<file path="config.mk">
export PLATFORM = sky130hd
export DESIGN_NAME = wdhc_top
export DESIGN_NICKNAME = d
export VERILOG_FILES = /design/src/verilog/wdhc_top.v
export VERILOG_INCLUDE_DIRS = /design/src /design/src/verilog
export SDC_FILE = /design/constraint.sdc
export NUM_CORES = 1
export LEC_CHECK = 0
export BUFFER_PORTS_ARGS = -buffer_cell sky130_fd_sc_hd__buf_2
export CAP_MARGIN = 10
export CELL_PAD_IN_SITES_DETAIL_PLACEMENT = 0
export CELL_PAD_IN_SITES_GLOBAL_PLACEMENT = 1
export CORE_AREA = 2 2 96 98
export DETAILED_ROUTE_END_ITERATION = 7
export DIE_AREA = 0 0 98 100
export PLACE_DENSITY_LB_ADDON = 0.2
export SLEW_MARGIN = 20
export SYNTH_ARGS = -nofsm -noshare
export SYNTH_HDL_FRONTEND = slang
export SYNTH_SLANG_ARGS = --single-unit
</file>
<file path="constraint.sdc">
create_clock -name sys_clk -period 3.8 [get_ports sys_clk]
set_clock_uncertainty 0.05 [all_clocks]
set_input_delay 0.38 -clock sys_clk [delete_from_list [all_inputs] [get_ports sys_clk]]
set_output_delay 0.38 -clock sys_clk [all_outputs]
set_load 0.005 [all_outputs]
</file>
<file path="src/verilog/wdhc_defs.vh">
// Purpose: constants for the watchdog, halt and reset control block
// Assumes: 10 MHz system clock, 8-bit register port
// Notes:   definitions only
`ifndef WDHC_DEFS_VH
`define WDHC_DEFS_VH

// ****************************************
// register map
// ****************************************
`define WDHC_ADDR_W         4
`define WDHC_OFS_SELECT     4'h0
`define WDHC_OFS_STATUS     4'h1
`define WDHC_SEL_RESET      8'h07
`define WDHC_SEL_PS_MSB     2
`define WDHC_SEL_PS_LSB     0
`define WDHC_STAT_HALT_BIT  0
`define WDHC_STAT_PWDN_BIT  4
`define WDHC_STAT_TOUT_BIT  5

// ****************************************
// timing
// ****************************************
`define WDHC_SYS_PERIOD_NS  100
`define WDHC_WDT_OSC_NS     78000
`define WDHC_WDT_OSC_CYC    (`WDHC_WDT_OSC_NS / `WDHC_SYS_PERIOD_NS)
`define WDHC_BASE_DIV       256
`define WDHC_CNT_W          15
`define WDHC_INSTR_DIV      4
`define WDHC_DLY_CYC        1024
`define WDHC_IRQ_EXTRA      1

// ****************************************
// states and wake kinds
// ****************************************
`define WDHC_ST_RUN         2'h0
`define WDHC_ST_HALT        2'h1
`define WDHC_ST_WAKE        2'h2
`define WDHC_ST_HOLD        2'h3
`define WDHC_WK_RESET       2'h0
`define WDHC_WK_NEXT        2'h1
`define WDHC_WK_IRQ         2'h2

`endif

</file>
<file path="src/verilog/wdhc_top.v">
// Purpose: watchdog, halt (sleep) and reset control of an 8-bit core
// Assumes: one 10 MHz clock, all inputs synchronous, core pulses one cycle
// Notes:   fabrication options are parameters; slower clocks are enables
//
// Our own choices: the plain strobed port and the register offsets.
`timescale 1ns/1ns
`include "wdhc_defs.vh"

module wdhc_top #(
    parameter OPT_XTAL        = 1'b0,
    parameter OPT_WDT_EN      = 1'b1,
    parameter OPT_WDT_SRC_RC  = 1'b1,
    parameter OPT_WDT_OSC_EN  = 1'b1,
    parameter OPT_CLR_TWO     = 1'b0,
    parameter [7:0] OPT_PA_WAKE = 8'hff,
    parameter OSC_TICK_CYC    = `WDHC_WDT_OSC_CYC
) (
    input  wire                    sys_clk,
    input  wire                    rst_n,
    input  wire [`WDHC_ADDR_W-1:0] reg_addr,
    input  wire [7:0]              reg_wdata,
    input  wire                    reg_wr,
    input  wire                    reg_rd,
    output reg  [7:0]              reg_rdata,
    input  wire                    clr_single_exec,
    input  wire                    clr_first_exec,
    input  wire                    clr_second_exec,
    input  wire                    halt_exec,
    input  wire                    external_reset_n,
    input  wire [7:0]              port_a_in,
    input  wire                    irq_request,
    input  wire                    irq_enabled,
    input  wire                    stack_full,
    output reg                     core_clk_en,
    output reg                     core_reset,
    output reg                     warm_reset,
    output reg                     resume_next,
    output reg                     irq_dispatch,
    output reg                     timeout_flag,
    output reg                     powerdown_flag,
    output reg                     halted,
    output reg                     osc_out_pin
);

    // ****************************************
    // helpers
    // ****************************************
    // last count before overflow: 256 base counts times two to the select, minus one
    function [`WDHC_CNT_W-1:0] wdhc_limit;
        input [2:0] sel;
        reg   [15:0] full;
        begin
            full = 16'd`WDHC_BASE_DIV << sel;
            wdhc_limit = full[`WDHC_CNT_W-1:0] - 15'd1;
        end
    endfunction

    localparam USE_RC = OPT_WDT_SRC_RC & OPT_WDT_OSC_EN;
    localparam [10:0] DLY_CYC = `WDHC_DLY_CYC;
    localparam [10:0] IRQ_EXTRA = `WDHC_IRQ_EXTRA;
    // cut the tick count to the divider width on purpose
    localparam integer OSC_LAST_I = OSC_TICK_CYC - 1;
    localparam [9:0] OSC_LAST = OSC_LAST_I[9:0];

    reg [1:0]              st_reg;
    reg [1:0]              st_next;
    reg [1:0]              kind_reg;
    reg [1:0]              kind_next;
    reg [10:0]             wait_reg;
    reg [10:0]             wait_next;
    reg                    dly_due_reg;
    reg                    dly_due_next;
    reg [`WDHC_CNT_W-1:0]  cnt_reg;
    reg [1:0]              idiv_reg;
    reg [9:0]              odiv_reg;
    reg [7:0]              sel_reg;
    reg [7:0]              pa_prev_reg;
    reg                    seen1_reg;
    reg                    seen2_reg;
    reg                    tout_next;
    reg                    pwdn_next;

    wire running  = (st_reg == `WDHC_ST_RUN);
    wire osc_run  = (st_reg != `WDHC_ST_HALT);
    wire inst_en  = osc_run & (idiv_reg == 2'd3);
    wire osc_tick = OPT_WDT_OSC_EN & (odiv_reg == OSC_LAST);

    // ****************************************
    // clock enables
    // ****************************************
    // instruction clock only exists while the oscillator runs
    always @(posedge sys_clk or negedge rst_n) begin
        if (!rst_n) begin
            idiv_reg <= 2'd0;
        end else if (osc_run) begin
            idiv_reg <= idiv_reg + 2'd1;
        end
    end

    // free-running watchdog rc oscillator keeps going in halt
    always @(posedge sys_clk or negedge rst_n) begin
        if (!rst_n) begin
            odiv_reg <= 10'd0;
        end else if (OPT_WDT_OSC_EN) begin
            odiv_reg <= osc_tick ? 10'd0 : odiv_reg + 10'd1;
        end
    end

    // pin shows sys/4 in rc mode and freezes while the oscillator is off
    always @(posedge sys_clk or negedge rst_n) begin
        if (!rst_n) begin
            osc_out_pin <= 1'b0;
        end else begin
            osc_out_pin <= OPT_XTAL ? 1'b0 : idiv_reg[1];
        end
    end

    // ****************************************
    // clear instruction decode
    // ****************************************
    wire clr1 = running & clr_first_exec;
    wire clr2 = running & clr_second_exec;
    wire pair_done = (clr1 | seen1_reg) & (clr2 | seen2_reg);
    wire clr_ok = OPT_WDT_EN & (OPT_CLR_TWO ? pair_done
                                            : running & clr_single_exec);
    wire do_halt = running & halt_exec & external_reset_n;

    // pair tracking; a repeat of the same one only re-sets its flag
    always @(posedge sys_clk or negedge rst_n) begin
        if (!rst_n) begin
            seen1_reg <= 1'b0;
            seen2_reg <= 1'b0;
        end else if (clr_ok || !external_reset_n) begin
            seen1_reg <= 1'b0;
            seen2_reg <= 1'b0;
        end else begin
            seen1_reg <= seen1_reg | clr1;
            seen2_reg <= seen2_reg | clr2;
        end
    end

    // ****************************************
    // watchdog counter
    // ****************************************
    // single 15-bit count covers the 8 base stages and 7 prescale stages
    wire wdt_tick = OPT_WDT_EN & (USE_RC ? osc_tick : inst_en);
    wire hold_clr = (st_reg == `WDHC_ST_HOLD) |
                    ((st_reg == `WDHC_ST_WAKE) & (kind_reg == `WDHC_WK_RESET));
    wire wdt_clr = !external_reset_n | clr_ok | do_halt | hold_clr;
    wire wdt_ovf = wdt_tick & !wdt_clr &
                   (cnt_reg == wdhc_limit(sel_reg[`WDHC_SEL_PS_MSB:`WDHC_SEL_PS_LSB]));
    wire ovf_run  = wdt_ovf & running;
    wire ovf_halt = wdt_ovf & (st_reg == `WDHC_ST_HALT);

    always @(posedge sys_clk or negedge rst_n) begin
        if (!rst_n) begin
            cnt_reg <= {`WDHC_CNT_W{1'b0}};
        end else if (wdt_clr || ovf_run) begin
            cnt_reg <= {`WDHC_CNT_W{1'b0}};
        end else if (wdt_tick) begin
            cnt_reg <= wdt_ovf ? {`WDHC_CNT_W{1'b0}} : cnt_reg + 15'd1;
        end
    end

    // ****************************************
    // select register
    // ****************************************
    // upper bits are storage only; warm reset leaves the whole byte alone
    always @(posedge sys_clk or negedge rst_n) begin
        if (!rst_n) begin
            sel_reg <= `WDHC_SEL_RESET;
        end else if (!external_reset_n || ovf_run) begin
            sel_reg <= `WDHC_SEL_RESET;
        end else if (reg_wr && reg_addr == `WDHC_OFS_SELECT) begin
            sel_reg <= reg_wdata;
        end
    end

    // ****************************************
    // register read port
    // ****************************************
    always @(posedge sys_clk or negedge rst_n) begin
        if (!rst_n) begin
            reg_rdata <= 8'h00;
        end else if (!reg_rd) begin
            reg_rdata <= 8'h00;
        end else if (reg_addr == `WDHC_OFS_SELECT) begin
            reg_rdata <= sel_reg;
        end else if (reg_addr == `WDHC_OFS_STATUS) begin
            reg_rdata <= {2'b00, timeout_flag, powerdown_flag, 3'b000, halted};
        end else begin
            reg_rdata <= 8'h00;
        end
    end

    // ****************************************
    // wake sources
    // ****************************************
    always @(posedge sys_clk or negedge rst_n) begin
        if (!rst_n) begin
            pa_prev_reg <= 8'hff;
        end else begin
            pa_prev_reg <= port_a_in;
        end
    end

    wire pa_fall = |(OPT_PA_WAKE & pa_prev_reg & ~port_a_in);
    wire irq_go  = irq_enabled & !stack_full;

    // ****************************************
    // control state machine
    // ****************************************
    always @* begin
        st_next      = st_reg;
        kind_next    = kind_reg;
        wait_next    = wait_reg;
        dly_due_next = dly_due_reg;
        case (st_reg)
            `WDHC_ST_RUN: begin
                if (!external_reset_n) begin
                    st_next = `WDHC_ST_HOLD;
                end else if (ovf_run) begin
                    st_next   = `WDHC_ST_WAKE;
                    kind_next = `WDHC_WK_RESET;
                    wait_next = 11'd0;
                end else if (do_halt) begin
                    st_next = `WDHC_ST_HALT;
                end
            end
            `WDHC_ST_HALT: begin
                wait_next = OPT_XTAL ? DLY_CYC : 11'd0;
                if (!external_reset_n) begin
                    st_next      = `WDHC_ST_HOLD;
                    dly_due_next = OPT_XTAL;
                end else if (ovf_halt) begin
                    st_next   = `WDHC_ST_WAKE;
                    kind_next = `WDHC_WK_NEXT;
                end else if (pa_fall) begin
                    st_next   = `WDHC_ST_WAKE;
                    kind_next = `WDHC_WK_NEXT;
                end else if (irq_request) begin
                    st_next   = `WDHC_ST_WAKE;
                    kind_next = irq_go ? `WDHC_WK_IRQ : `WDHC_WK_NEXT;
                    wait_next = wait_next + (irq_go ? IRQ_EXTRA : 11'd0);
                end
            end
            `WDHC_ST_WAKE: begin
                if (!external_reset_n) begin
                    st_next = `WDHC_ST_HOLD;
                end else if (wait_reg == 11'd0) begin
                    st_next = `WDHC_ST_RUN;
                end else begin
                    wait_next = wait_reg - 11'd1;
                end
            end
            default: begin
                // rc mode: pin alone sets the reset length
                if (external_reset_n) begin
                    st_next      = `WDHC_ST_WAKE;
                    kind_next    = `WDHC_WK_RESET;
                    wait_next    = dly_due_reg ? DLY_CYC : 11'd0;
                    dly_due_next = 1'b0;
                end
            end
        endcase
    end

    always @(posedge sys_clk or negedge rst_n) begin
        if (!rst_n) begin
            st_reg      <= `WDHC_ST_HOLD;
            kind_reg    <= `WDHC_WK_RESET;
            wait_reg    <= 11'd0;
            dly_due_reg <= OPT_XTAL;
        end else begin
            st_reg      <= st_next;
            kind_reg    <= kind_next;
            wait_reg    <= wait_next;
            dly_due_reg <= dly_due_next;
        end
    end

    // ****************************************
    // reset-cause flags
    // ****************************************
    // set terms come last, but wdt_clr masks a time-out in any cycle that also clears
    always @* begin
        tout_next = timeout_flag;
        pwdn_next = powerdown_flag;
        if (clr_ok) begin
            tout_next = 1'b0;
            pwdn_next = 1'b0;
        end
        if (do_halt) begin
            tout_next = 1'b0;
            pwdn_next = 1'b1;
        end
        if (st_reg == `WDHC_ST_HALT && !external_reset_n) begin
            tout_next = 1'b0;
            pwdn_next = 1'b1;
        end
        if (ovf_run) begin
            tout_next = 1'b1;
        end
        if (ovf_halt) begin
            tout_next = 1'b1;
            pwdn_next = 1'b1;
        end
    end

    always @(posedge sys_clk or negedge rst_n) begin
        if (!rst_n) begin
            timeout_flag   <= 1'b0;
            powerdown_flag <= 1'b0;
        end else begin
            timeout_flag   <= tout_next;
            powerdown_flag <= pwdn_next;
        end
    end

    // ****************************************
    // outputs to the core
    // ****************************************
    // core sees clock only in run; core_reset covers hold and start-up
    wire wake_done = (st_reg == `WDHC_ST_WAKE) & (wait_reg == 11'd0) &
                     external_reset_n;
    always @(posedge sys_clk or negedge rst_n) begin
        if (!rst_n) begin
            core_clk_en  <= 1'b0;
            core_reset   <= 1'b1;
            warm_reset   <= 1'b0;
            resume_next  <= 1'b0;
            irq_dispatch <= 1'b0;
            halted       <= 1'b0;
        end else begin
            core_clk_en  <= (st_next == `WDHC_ST_RUN);
            core_reset   <= (st_next == `WDHC_ST_HOLD) |
                            ((st_next == `WDHC_ST_WAKE) &
                             (kind_next == `WDHC_WK_RESET));
            warm_reset   <= ovf_halt & external_reset_n;
            resume_next  <= wake_done & (kind_reg == `WDHC_WK_NEXT);
            irq_dispatch <= wake_done & (kind_reg == `WDHC_WK_IRQ);
            halted       <= (st_next == `WDHC_ST_HALT);
        end
    end

endmodule

</file>
**Yosys cells after proc, flatten, opt, wreduce, memory -nomap -nowiden**

Index checks and enable logic that the tools add are counted.

- Add/sub/neg operators: 5
- Multiply operators: 0
- Divide/modulo/power cells: 0
- Order comparisons: 0
- Equality and inequality tests: 17
- Shift operators: 1
- Mux-type cells: 52
- Bitwise logic cells: 23
- Reduce and logical (&&, ||, !) cells: 22

Operator list:

| kind | number |
|---|---|
| $mux W11 | 6 |
| $mux W15 | 3 |
| $mux W2 | 18 |
| $pmux W11 S3 | 1 |
| $mux W8 | 4 |
| $add A15 B1 Y15 const B | 1 |
| $and A1 B1 Y1 | 15 |
| $eq A15 B15 Y1 | 1 |
| $mux W1 | 15 |
| $shl A9 B3 Y15 const A | 1 |
| $sub A15 B1 Y15 const B | 1 |
| $pmux W2 S3 | 2 |
| $logic_not A11 Y1 | 1 |
| $sub A11 B1 Y11 const B | 1 |
| $add A10 B1 Y10 const B | 1 |
| $eq A10 B10 Y1 const B | 1 |
| $eq A2 B2 Y1 const B | 5 |
| $mux W10 | 1 |
| $and A8 B8 Y8 | 1 |
| $logic_not A2 Y1 | 4 |
| $ne A2 B2 Y1 const B | 4 |
| $not A8 Y8 | 1 |
| $reduce_or A8 Y1 | 1 |
| $eq A2 B1 Y1 const B | 3 |
| 17 further kinds | 28 |

- Register bits after elaboration: 76
- Latch bits: 0
- RAM bits: 0
- Memory bits (read-only): 0
- Memories: 0

**Longest topological paths before layout**

- Depth after elaboration: 15
- Mapped depth: 12
- Gate-level depth less buffers: 9

**Least setup slack after synthesis**

Ideal clock, no wire load.

- Kind: flip-flop to flip-flop
- Start: register st_reg[0]
- End: register wait_reg[5]
- Library setup time: 104 ps
- Arrival time: 2,781 ps
- Data required time: 3,646 ps
- Slack: 865 ps
- Cell stages (with the launch flop): 12
- Buffers on the path: 2
- Period minus slack after synthesis: 2,935 ps
- Path through: dfstp_2 inv_1 ha_1 buf_2 o21a_1 a2111o_1 or2_1 a2111oi_4 o2bb2ai_2 or2_1 buf_4 o41ai_2

- Word-level cells in the longest chain between the ends: 11
- Elaborated cells on any way between the ends: 23
- Those cells by class: 7 x eq/ne; 1 x mux; 11 x bitwise; 4 x reduce/logical

RTL lines:

| item | RTL line | text |
|---|---|---|
| from (decl) | wdhc_top.v:65 | `reg [1:0] st_reg;` |
| from (signal assigned) | wdhc_top.v:270 | `` st_reg <= `WDHC_ST_HOLD; `` |
| from (signal assigned) | wdhc_top.v:275 | `st_reg <= st_next;` |
| $logic_not A2 Y1 | wdhc_top.v:218 | `case (st_reg)` |
| $and A1 B1 Y1, on equally long branches | wdhc_top.v:125, wdhc_top.v:126 |  |
| $or A1 B1 Y1 or $and A1 B1 Y1 (tied branches) | wdhc_top.v:149, wdhc_top.v:126 |  |
| $or A1 B1 Y1 (2 in a row) | wdhc_top.v:149 | `wire wdt_clr = !external_reset_n \| clr_ok \| do_halt \| hold_clr;` |
| $logic_not A1 Y1 | wdhc_top.v:150 | `wire wdt_ovf = wdt_tick & !wdt_clr &` |
| $and A1 B1 Y1 (2 in a row) | wdhc_top.v:150 |  |
| $and A1 B1 Y1 | wdhc_top.v:152 | `wire ovf_run = wdt_ovf & running;` |
| $ne A2 B1 Y1 (no source line) | -- |  |
| $reduce_and A5 Y1 (no source line) | -- |  |
| to (signal assigned) | wdhc_top.v:277 | `wait_reg <= wait_next;` |
| to (decl) | wdhc_top.v:69 | `reg [10:0] wait_reg;` |

Parallel ways exist; a longest one is shown, timed or not.
A chain may end at the register's enable or synchronous reset.

**Final worst setup path**

- Start: register st_reg[0]
- End: register cnt_reg[4]

- Word-level cells in the longest chain between the ends: 11
- Elaborated cells on any way between the ends: 20
- Those cells by class: 2 x eq/ne; 3 x mux; 11 x bitwise; 4 x reduce/logical

RTL lines:

| item | RTL line | text |
|---|---|---|
| $logic_not A2 Y1 | -- |  |
| $and A1 B1 Y1, on equally long branches | wdhc_top.v:125, wdhc_top.v:126 |  |
| $or A1 B1 Y1 or $and A1 B1 Y1 (tied branches) | wdhc_top.v:149, wdhc_top.v:126 |  |
| $or A1 B1 Y1 (2 in a row) | wdhc_top.v:149 |  |
| $logic_not A1 Y1 | wdhc_top.v:150 |  |
| $and A1 B1 Y1 (2 in a row) | wdhc_top.v:150 |  |
| $mux W15 or $and A1 B1 Y1 (tied branches) | wdhc_top.v:161, wdhc_top.v:152 |  |
| $mux W15 or $logic_or A1 B1 Y1 (tied branches) | wdhc_top.v:160, wdhc_top.v:158 |  |
| $mux W15 or $reduce_bool A2 Y1 (tied branches) | -- |  |
| to (signal assigned) | wdhc_top.v:157 | `` cnt_reg <= {`WDHC_CNT_W{1'b0}}; `` |
| to (signal assigned) | wdhc_top.v:159 | `` cnt_reg <= {`WDHC_CNT_W{1'b0}}; `` |
| to (signal assigned) | wdhc_top.v:161 | `` cnt_reg <= wdt_ovf ? {`WDHC_CNT_W{1'b0}} : cnt_reg + 15'd1; `` |
| to (decl) | wdhc_top.v:73 | `` reg [`WDHC_CNT_W-1:0] cnt_reg; `` |

Parallel ways exist; a longest one is shown, timed or not. The select of a mux whose other input is x is not followed.

==> impl_metrics.toml <==
[status]
status = "completed"

[logic_synthesis]
synth_area_leaders = "dfrtp_1, dfstp_2, o21ai_0"
syn-instance-count = 390
ys_seq_elements = 75
synth_top_area_cell = "dfrtp_1"
synth_flop_cell = "dfrtp_1"
yosysTopAreaCellShare_pct = 39.7
syn_area_um2 = 3840
synth_fp_nets = 429
ys_warn_count = 0
yosysUniqueCellTypes = 58
synth_edf_count = 0
avgSynthCellArea_um2 = 9.85
synth_seq_area_share_pct = 49.3
async_flop_share_pct = 100

[critical_path]
crit_type = "flop to flop"
path_max_fanout = 13
crit_arrival_ns = 3.57
endpoint_kind = "flop"
ff2ff_setup_slack_ns = 0.39
critPathRequiredTime_ns = 3.96
rr_worst_depth = 9
start_kind = "flop"
rr_startpoint = "st_reg[0]"
reg2reg_to = "cnt_reg[4]"

[global_route]
grt_start_max_net_pins = 76
grt_pass1_wl_um = 13800
grtUsageTotal_pct = 17.4
globalRouteOverflowTotal = 0
grt_pass1_vias = 2847
antenna_found_initial = 0

[timing]
max_slew_margin_pct = 37.1
rsz0062_at_grt = "no"
worst_slack_ns = 0.387
timing.final.max_slew_violations = 0
worstMarginPinSlew_ns = 0.944
setup_viol = 0
hold_violations = 0
max_clock_freq_mhz = 293
finalSetupTns_ns = 0
finalCritPeriodShare_pct = 89.8
period_needed_ns = 3.41

[clock_tree]
ctsResizeCount = 0
htreeDepth = 3
clkLatencyLatePin_ns = 0.35
cts-buffers-inserted = 9
root_buffer = "clkbuf_8"
cts_hold_buffers = 0
post_cts_buffers = 0
cts_tree = "done"
clkSlewWorstSetupHoldPaths_ns = 0.08
clockBufferDepth = 2
clock-sinks = 75

[floorplan]
start_util_pct = 43.2
rows = 35
io_pins = 49
die_w_um = 98
fp.dieH_um = 100
dieArea_um2 = 9800
coreArea_um2 = 8890

[route]
antenna_left = 0
dr.max_layer_used = "met4"
num_vias = 2947
drt-total-wl_um = 7900
wl_met3_um = 346
drc = 0
wl_met2_um = 3480
drt_iter0_markers = 207
wire_per_inst_um = 14.4
via_per_inst = 5.36
wl_met1_um = 3960
drt_first_pass_iters = 5

[min_path]
min_path_type = "primary input to flop"
hp-start = "port_a_in[3]"
hold_depth = 1
whs_endpoint = "pa_prev_reg[3]"

[place]
io_buffers = 46
place_ws_ns = 0.389
globalplace.congestion = 0.781
dp_hpwl_um = 5450

[flow_run]
drv_cap = 0

[cells_and_area]
utilization_pct = 49.7
largest_reg_flops = 15
fin_nets = 473
drive_gt1_share_pct = 21.9
n_antenna_cell = 0
area_delta_synth_final_pct = 15.0

[power]
peakVddDrop_uv = 428
power.density_nw_per_um2 = 585
leakage_uw = 0.00202
p_total_uw = 2580
-- kinds of logic after synthesis --
family / synth area share (%)
adders and majority gates: 2.28
AOI/OAI and AO/OA: 16.2
and+or+nand+nor: 22.2
DFF: 49.3
buffers and inverters: 3.88
xor gates and xnor gates: 2.96
muxes: 3.16
-- worst max-delay path: stages (launching register included) --
cell and delay (ns):
dfstp_2 0.57, inv_1 0.08, ha_1 0.30, o21a_1 0.15, a2111o_1 0.47, or2_1 0.30, a2111oi_4 0.57, inv_1 0.17
nand3_1 0.41, o21ai_0 0.19
-- where the power goes --
group	internal, uW	total (uW)	switching [uW]
clock network	489	779	290
registers	910	983	73.8
logic	329	820	491
-- routing by layer --
| layer | up-vias | GRT usage (%) |
|---|---|---|
| met5 | - | 0 |
| li1 | 1472 | - |
| met2 | 71 | 26.4 |
| met4 | 0 | 5.45 |
| met1 | 1396 | 25.1 |
| met3 | 8 | 3.83 |
-- worst max-delay path by stage --
stage / from / endpoint / slack [ns] / depth (start not counted)
finish: st_reg[0] / cnt_reg[4] / 0.39 / 9
floorplan: st_reg[0] / wait_reg[5] / 0.87 / 11
detailed placement: st_reg[1] / cnt_reg[4] / 0.39 / 9
global placement: st_reg[1] / cnt_reg[14] / 0.44 / 9
global route: st_reg[1] / cnt_reg[4] / 0.08 / 9
CTS: st_reg[1] / cnt_reg[4] / 0.37 / 9
-- cell usage in the layout (no fill, tap or decap), drive strengths merged, types with 2 or more instances in the layout --
cell type | netlist | layout
nor2b | 3 | 3
dfrtp | 61 | 61
or4 | 3 | 3
nor3 | 20 | 20
and3 | 12 | 12
a31oi | 4 | 4
xnor2 | 10 | 10
xor2 | 3 | 3
and4 | 2 | 2
nand2 | 34 | 34
or2 | 3 | 3
buf | 9 | 50
a21boi | 2 | 2
nand2b | 14 | 14
o32ai | 3 | 3
and2 | 5 | 5
ha | 7 | 7
nor4 | 6 | 6
nor2 | 39 | 39
mux2i | 11 | 11
nand3 | 18 | 18
o21a | 2 | 2
inv | 17 | 17
clkbuf | 8 | 12
bufinv | 0 | 3
o2111ai | 2 | 2
nor3b | 3 | 3
o31ai | 11 | 11
dfstp | 14 | 14
a2111oi | 2 | 2
o21ai | 34 | 34
or3 | 2 | 2
o41ai | 3 | 3
a21oi | 8 | 8
-- synth_stat cells, types with 10 or more instances --
cell type,number
mux2i_1,11
and3_1,12
o21ai_0,32
nand3_1,18
dfstp_2,14
nand2b_1,14
nor2_1,39
xnor2_1,10
inv_1,17
dfrtp_1,61
nand2_1,34
nor3_1,20
-- final cells by class --
class / instances / area [um2]
clock buffers: 12 / 165
clock inverters: 4 / 95.1
fillers: 844 / 4470
inverters: 17 / 63.8
multi-input cells: 281 / 1800
flip-flops and latches: 75 / 1890
well taps: 111 / 139
repair buffers: 50 / 263
-- stage by stage --
stage	std cells	cell area, um2	hold slack [ns]
6_report	550	4420	0.0850
2_1_floorplan	390	3840	0.0344
3_5_place_dp	534	4160	0.338
4_1_cts	550	4420	0.0696
3_3_place_gp	534	4160	0.334
5_1_grt	550	4420	0.0605
Power figures use the tool's default switching activity.
